File: src/verilog/mpk_pkg.sv
// mpk_pkg: constants for the power key and reboot sequencer.
// assumes a single 125 MHz clock domain.
package mpk_pkg;
    // ==========================================================
    // timing
    localparam int unsigned CLK_MHZ        = 125;
    localparam int unsigned KEY_MIN_MS     = 1000;
    localparam int unsigned RBT_MIN_MS     = 200;
    localparam int unsigned KEY_MIN_CYC    = KEY_MIN_MS * CLK_MHZ * 1000;
    localparam int unsigned RBT_MIN_CYC    = RBT_MIN_MS * CLK_MHZ * 1000;
    localparam int unsigned RESTART_CYC    = 16;
    localparam int unsigned CNT_W          = 28;
    // ==========================================================
    // sequencer states, gray along off->on->detach->reboot; detach->off flips two bits
    typedef enum logic [2:0] {
        MPK_OFF     = 3'h0,
        MPK_ON      = 3'h1,
        MPK_DETACH  = 3'h3,
        MPK_REBOOT  = 3'h2
    } mpk_state_t;
endpackage

File: src/verilog/mpk_power_seq.sv
// mpk_power_seq: power key toggle, reboot pad, detach before shutdown.
// assumes pads are open-collector from the host; pads are asynchronous.
`timescale 1ns/1ps
`default_nettype none
module mpk_power_seq #(
    parameter int unsigned KEY_MIN_CYC = mpk_pkg::KEY_MIN_CYC,
    parameter int unsigned RBT_MIN_CYC = mpk_pkg::RBT_MIN_CYC
) (
    // clock and reset
    input  wire logic ref_clk,
    input  wire logic sys_rst,
    // pads, low active
    input  wire logic power_key_n_i,
    output logic      power_key_n_o,
    output logic      power_key_n_oe_n,
    input  wire logic reboot_n_i,
    // software and network side
    input  wire logic sw_shutdown,
    output logic      detach_req,
    input  wire logic detach_done,
    // status
    output logic      power_indicator,
    output logic      core_rst
);
    // ==========================================================
    // pad interface
    // pad never driven: the pull-up lives in the pad cell, so the
    // enable stays released and the output holds the pulled level
    assign power_key_n_o    = 1'b1;
    assign power_key_n_oe_n = 1'b1;

    logic key_s1_ff;
    logic key_s2_ff;
    logic rbt_s1_ff;
    logic rbt_s2_ff;
    always_ff @(posedge ref_clk) begin
        if (sys_rst) begin
            key_s1_ff <= 1'b1;
            key_s2_ff <= 1'b1;
            rbt_s1_ff <= 1'b1;
            rbt_s2_ff <= 1'b1;
        end else begin
            key_s1_ff <= power_key_n_i;
            key_s2_ff <= key_s1_ff;
            rbt_s1_ff <= reboot_n_i;
            rbt_s2_ff <= rbt_s1_ff;
        end
    end

    // ==========================================================
    // pulse width measurement
    logic [mpk_pkg::CNT_W-1:0] key_cnt_ff;
    logic [mpk_pkg::CNT_W-1:0] rbt_cnt_ff;
    logic                      key_ok_ff;
    logic                      rbt_ok_ff;
    logic                      key_rel;
    logic                      rbt_rel;

    // counters saturate so a stuck-low pad cannot wrap
    always_ff @(posedge ref_clk) begin
        if (sys_rst || key_s2_ff) begin
            key_cnt_ff <= '0;
            key_ok_ff  <= 1'b0;
        end else if (!key_ok_ff) begin
            key_cnt_ff <= key_cnt_ff + 1'b1;
            key_ok_ff  <= (key_cnt_ff == KEY_MIN_CYC[mpk_pkg::CNT_W-1:0]
                           - 1'b1);
        end
    end

    always_ff @(posedge ref_clk) begin
        if (sys_rst || rbt_s2_ff) begin
            rbt_cnt_ff <= '0;
            rbt_ok_ff  <= 1'b0;
        end else if (!rbt_ok_ff) begin
            rbt_cnt_ff <= rbt_cnt_ff + 1'b1;
            rbt_ok_ff  <= (rbt_cnt_ff == RBT_MIN_CYC[mpk_pkg::CNT_W-1:0]
                           - 1'b1);
        end
    end

    // action only on release of a long-enough pulse
    assign key_rel = key_ok_ff && key_s2_ff;
    assign rbt_rel = rbt_ok_ff && rbt_s2_ff;

    // ==========================================================
    // power state machine
    mpk_pkg::mpk_state_t state_ff;
    mpk_pkg::mpk_state_t nxt_state;
    logic [4:0]          rst_cnt_ff;

    always_comb begin
        nxt_state = state_ff;
        if (rbt_rel) begin
            nxt_state = mpk_pkg::MPK_REBOOT;
        end else begin
            case (state_ff)
                mpk_pkg::MPK_OFF: begin
                    if (key_rel) nxt_state = mpk_pkg::MPK_ON;
                end
                mpk_pkg::MPK_ON: begin
                    if (key_rel || sw_shutdown) begin
                        nxt_state = mpk_pkg::MPK_DETACH;
                    end
                end
                mpk_pkg::MPK_DETACH: begin
                    if (detach_done) nxt_state = mpk_pkg::MPK_OFF;
                end
                mpk_pkg::MPK_REBOOT: begin
                    if (rst_cnt_ff == 5'(mpk_pkg::RESTART_CYC - 1)) begin
                        nxt_state = mpk_pkg::MPK_ON;
                    end
                end
                default: nxt_state = mpk_pkg::MPK_OFF;
            endcase
        end
    end

    always_ff @(posedge ref_clk) begin
        if (sys_rst) state_ff <= mpk_pkg::MPK_OFF;
        else         state_ff <= nxt_state;
    end

    always_ff @(posedge ref_clk) begin
        if (sys_rst || state_ff != mpk_pkg::MPK_REBOOT) rst_cnt_ff <= '0;
        else rst_cnt_ff <= rst_cnt_ff + 5'h01;
    end

    // ==========================================================
    // outputs
    always_ff @(posedge ref_clk) begin
        if (sys_rst) begin
            power_indicator <= 1'b0;
            detach_req      <= 1'b0;
            core_rst        <= 1'b1;
        end else begin
            power_indicator <= (nxt_state != mpk_pkg::MPK_OFF);
            detach_req      <= (nxt_state == mpk_pkg::MPK_DETACH);
            core_rst        <= (nxt_state == mpk_pkg::MPK_OFF) ||
                               (nxt_state == mpk_pkg::MPK_REBOOT);
        end
    end
endmodule // mpk_power_seq
`default_nettype wire

File: config.mk
export PLATFORM = sky130hd
export DESIGN_NAME = mpk_power_seq
export DESIGN_NICKNAME = d
export VERILOG_FILES = /design/src/verilog/mpk_pkg.sv /design/src/verilog/mpk_power_seq.sv
export SDC_FILE = /design/constraint.sdc
export NUM_CORES = 1
export LEC_CHECK = 0
export ABC_AREA = 0
export ABC_CLOCK_PERIOD_IN_PS = 2050
export BUFFER_PORTS_ARGS = -buffer_cell sky130_fd_sc_hd__buf_2
export CORE_MARGIN = 2
export CORE_UTILIZATION = 55
export CTS_CLUSTER_SIZE = 24
export DETAILED_ROUTE_END_ITERATION = 8
export GPL_TIMING_DRIVEN = 0
export PLACE_DENSITY = 0.72
export SYNTH_ARGS = -nofsm -noshare
export SYNTH_HDL_FRONTEND = slang
export SYNTH_SLANG_ARGS = --single-unit
File: constraint.sdc
create_clock -name ref_clk -period 2.05 [get_ports ref_clk]
set_input_delay 0.1025 -clock ref_clk [delete_from_list [all_inputs] [get_ports ref_clk]]
set_output_delay 0.1025 -clock ref_clk [all_outputs]
set_load 0.005 [all_outputs]
Yosys cells after proc, flatten, opt, wreduce, memory -nomap -nowiden:

Index checks and enable logic that the tools add are counted.

* register bits after elaboration: 73
* input bits: 6
* output and inout bits: 5
* word-level logic and storage cells: 43

* add/subtract/negate cells: 3
* eq/ne operators: 9
* mux-type cells: 8
* reductions and logical operators: 10

Operators with widths (number)
* $add A28 B1 Y28 const B: 2
* $eq A28 B25 Y1 const B: 1
* $eq A28 B27 Y1 const B: 1
* $mux W3: 5
* $eq A3 B2 Y1 const B: 4
* $pmux W3 S4: 1
* $logic_not A3 Y1: 2
* $add A5 B1 Y5 const B: 1
* $eq A5 B4 Y1 const B: 1
* $logic_or A1 B1 Y1: 5
* $eq A3 B1 Y1 const B: 1
* $ne A3 B2 Y1 const B: 1
* $reduce_bool A3 Y1: 1
* $logic_and A1 B1 Y1: 2
* $mux W1: 2

Logic depth before layout (Yosys ltp):

* word-level depth: 7
* gate-level depth with buffers: 7

Worst setup path before layout:

No wires, ideal clock.

* kind: register to register
* start point: register rbt_ok_ff
* end point: register rbt_cnt_ff[27] (netlist bit)
* library setup time: 118 ps
* data arrival time: 1941 ps
* required time: 1932 ps
* setup slack: -9 ps
* stages on the path, launching flop included: 7
* path buffers: 2
* period minus slack after synthesis: 2059 ps
* path through: dfxtp_1 -> buf_6 -> nand4b_4 -> or4_4 -> buf_6 -> or4_4 -> mux2i_1

RTL lines
* from (decl): RTL line mpk_power_seq.sv:55 `logic rbt_ok_ff;`
* from (signal assigned): RTL line mpk_power_seq.sv:77 `rbt_ok_ff <= (rbt_cnt_ff == RBT_MIN_CYC[mpk_pkg::CNT_W-1:0]`
* to (signal assigned): RTL line mpk_power_seq.sv:76 `rbt_cnt_ff <= rbt_cnt_ff + 1'b1;`
* to (decl): RTL line mpk_power_seq.sv:53 `logic [mpk_pkg::CNT_W-1:0] rbt_cnt_ff;`

==> flow_metrics.env <==
export IMPL_status="finished, final reports clean"
export IMPL_cellLeakagePower_nw=1.15
export IMPL_synth_yosys_warnings=0
export IMPL_antenna_found_initial=0
export IMPL_cp_end_kind="register"
export IMPL_crit_required_ps=2300
export IMPL_pin_count=11
export IMPL_clk_latency_ps=350
export IMPL_cap_violations=0
export IMPL_setup_viol_count_final=0
export IMPL_synth_common_cells="dfxtp_1 (73), a21oi_1 (33), nor2_1 (32)"
export IMPL_grt_pass1_wl_um=11100
export IMPL_drc_errors=0
export IMPL_crit_type="reg -> reg"
export IMPL_start_util_pct=56.7
export IMPL_finalHoldViolCount=0
export IMPL_finalNetCount=421
export IMPL_cts_buffer_depth=2
export IMPL_synth_top_flop_cell="dfxtp_1"
export IMPL_finalWeightedCongestion=0.880
export IMPL_layout_min_cycle_time_ps=2030
export IMPL_synth_edf_count=0
export IMPL_slew_headroom_pct=60.3
export IMPL_arrival_ps=2270
export IMPL_ir_worst_vdd_uv=457
export IMPL_die_area_sq_mm=0.00674
export IMPL_slew_violations=0
export IMPL_finalClockSkew_ps=8.85
export IMPL_drt_pass1_iterations=4
export IMPL_die_x_um=82.1
export IMPL_min_delay_path_class="in -> reg"
export IMPL_area_growth_pct=12.5
export IMPL_yosys_top_cells_area="dfxtp_1 (44%), a21oi_1 (4.9%), xnor2_1 (3.9%)"
export IMPL_netlist_area_leader_share_pct=43.5
export IMPL_grt_pass1_vias=2588
export IMPL_num_antenna_cells=0
export IMPL_cts_sinks=73
export IMPL_grt_overflow=0
export IMPL_cp_max_fo=9
export IMPL_seqCellArea_sq_mm=0.00147
export IMPL_r2r_slack_ps=20
export IMPL_num_rows=28
export IMPL_ant_nets=0
export IMPL_totalPowerFinal_mw=2.52
export IMPL_io_buffers=8
export IMPL_post_drt_wl_per_cell_um=13.7
export IMPL_wl_um=6720
export IMPL_synth_seq_area_share_pct=43.5
export IMPL_drt_initial_drc_count=92
export IMPL_drive_gt1_share_pct=14.9
export IMPL_hpwl_um=4510
export IMPL_multiInputGateArea_sq_mm=0.00178
export IMPL_grt_use_total_pct=21.5
export IMPL_die_h_um=82.1
export IMPL_syn_inst=384
export IMPL_synthMostInstantiatedCell="dfxtp_1"
export IMPL_core_sq_mm=0.00592
export IMPL_fin_tns_setup_ps=0
export IMPL_grt_max_degree=12
export IMPL_cts_tree="yes"
export IMPL_tightest_slew_ps=590
export IMPL_post_route_period_util_pct=98.9
export IMPL_pwr_density_cell_mw_per_mm2=668
export IMPL_cts_max_level=3
export IMPL_synth_cell_types=45
export IMPL_yosys_register_bits=73
export IMPL_root_buffer="clkbuf_8"
export IMPL_syn_area_sq_mm=0.00336
export IMPL_timing_fmax_mhz=493
export IMPL_synthArstFlopShare_pct=0
export IMPL_viasPerCell=5.83
export IMPL_synth_top_area_cell="dfxtp_1"
export IMPL_cts_buffers=9
export IMPL_crit_path_start_kind="register"
export IMPL_clkTransAtPathRegs_ps=80
export IMPL_num_vias=2857
export IMPL_nFillCells=503
export IMPL_syn_area_per_cell_sq_um=8.74
[logic make-up (layout without fill, tap and decap cells)]
group | after synthesis | count (layout) | synth area share, %
AOI/OAI and AO/OA | 71 | 71 | 12.3
xor gates and xnor gates | 23 | 23 | 6.00
adders and majority gates | 4 | 4 | 1.49
buffers and inverters | 30 | 60 | 4.10
DFF | 73 | 73 | 43.5
muxes | 5 | 5 | 1.49
other | 2 | 3 | 0.224
and+or+nand+nor | 176 | 176 | 30.8
[report_power, final]
part	internal (mW)	switching [mW]	total [mW]
Combinational	0.0161	0.0186	0.0347
Clock	0.555	0.507	1.06
Sequential	1.42	0.00414	1.43
[worst paths after layout]
path,from,end,cells after the start
hold / removal,detach_done,power_indicator,5
hold reg to reg,rbt_s1_ff,rbt_s2_ff,1
setup reg to reg,rbt_ok_ff,rbt_cnt_ff[27],6
setup / recovery,rbt_ok_ff,rbt_cnt_ff[27],6
[cell type report]
type	count	share of cell area, %
tap	75	2.49
clock buffer	12	3.58
multi-input combinational	282	47.2
buffer	14	2.06
inverter	12	1.19
clock inverter	3	1.13
timing repair buffer	19	3.38
sequential	73	39.0
[registers in the layout, indices dropped and copies added (netlist names), 3 cells and up]
signal,cells
rst_cnt_ff,5
state_ff,3
rbt_cnt_ff,28
key_cnt_ff,28
[metrics by stage]
| stage | instance area [sq um] | hold slack [ps] | instances | utilization, % | setup slack, ps |
|---|---|---|---|---|---|
| final | 3770 | 196 | 490 | 63.8 | 22.7 |
| after floorplan | 3360 | 206 | 385 | - | 0.315 |
| after detailed placement | 3490 | 289 | 468 | 59.0 | -322 |
| after global placement | 3490 | 287 | 468 | 59.0 | -296 |
| after CTS | 3720 | 187 | 488 | 62.9 | 1.18 |
| after global routing | 3770 | 222 | 490 | 63.8 | -7.68 |
[placed cells by master, fill, tap and decap left out, drive strengths merged, types with 5 or more instances in the layout]
| master | netlist | layout |
|---|---|---|
| nand2 | 26 | 26 |
| mux2i | 5 | 5 |
| and4 | 5 | 5 |
| nor4 | 9 | 9 |
| nand4b | 6 | 6 |
| nor3 | 6 | 6 |
| a21oi | 33 | 33 |
| clkbuf | 10 | 18 |
| or2 | 6 | 6 |
| or3 | 20 | 20 |
| dfxtp | 73 | 73 |
| o21ai | 19 | 19 |
| buf | 8 | 25 |
| nand4 | 16 | 16 |
| nor2 | 32 | 32 |
| nand3 | 11 | 11 |
| xor2 | 8 | 8 |
| or4 | 18 | 18 |
| inv | 12 | 12 |
| xnor2 | 15 | 15 |
| o31ai | 9 | 9 |
| nor4b | 5 | 5 |
[critical path, cell delays in order, from the launching register on]
cell and delay [ps]:
dfxtp_1 310, buf_6 130, nand4b_4 220, or4_4 450, buf_6 150, or4_4 530
mux2i_1 130
[routing by layer]
metal	wire length [um]	track usage (%)	share of wire, %
met4	135	10.8	2.0
met3	170	4.24	2.5
met2	3270	37.2	49
met5	0	0	0
met1	3140	25.2	47
[repair_timing]
action / 4_1_cts / 5_1_grt
resized for setup: 4 / 11
setup endpoints to repair: 17 / 15
hold buffers: 2 / 0
pin swaps: 2 / 3
endpoints found under the hold margin: 2 / 0
setup buffers: 4 / 5
Power figures use the tool's default switching activity.
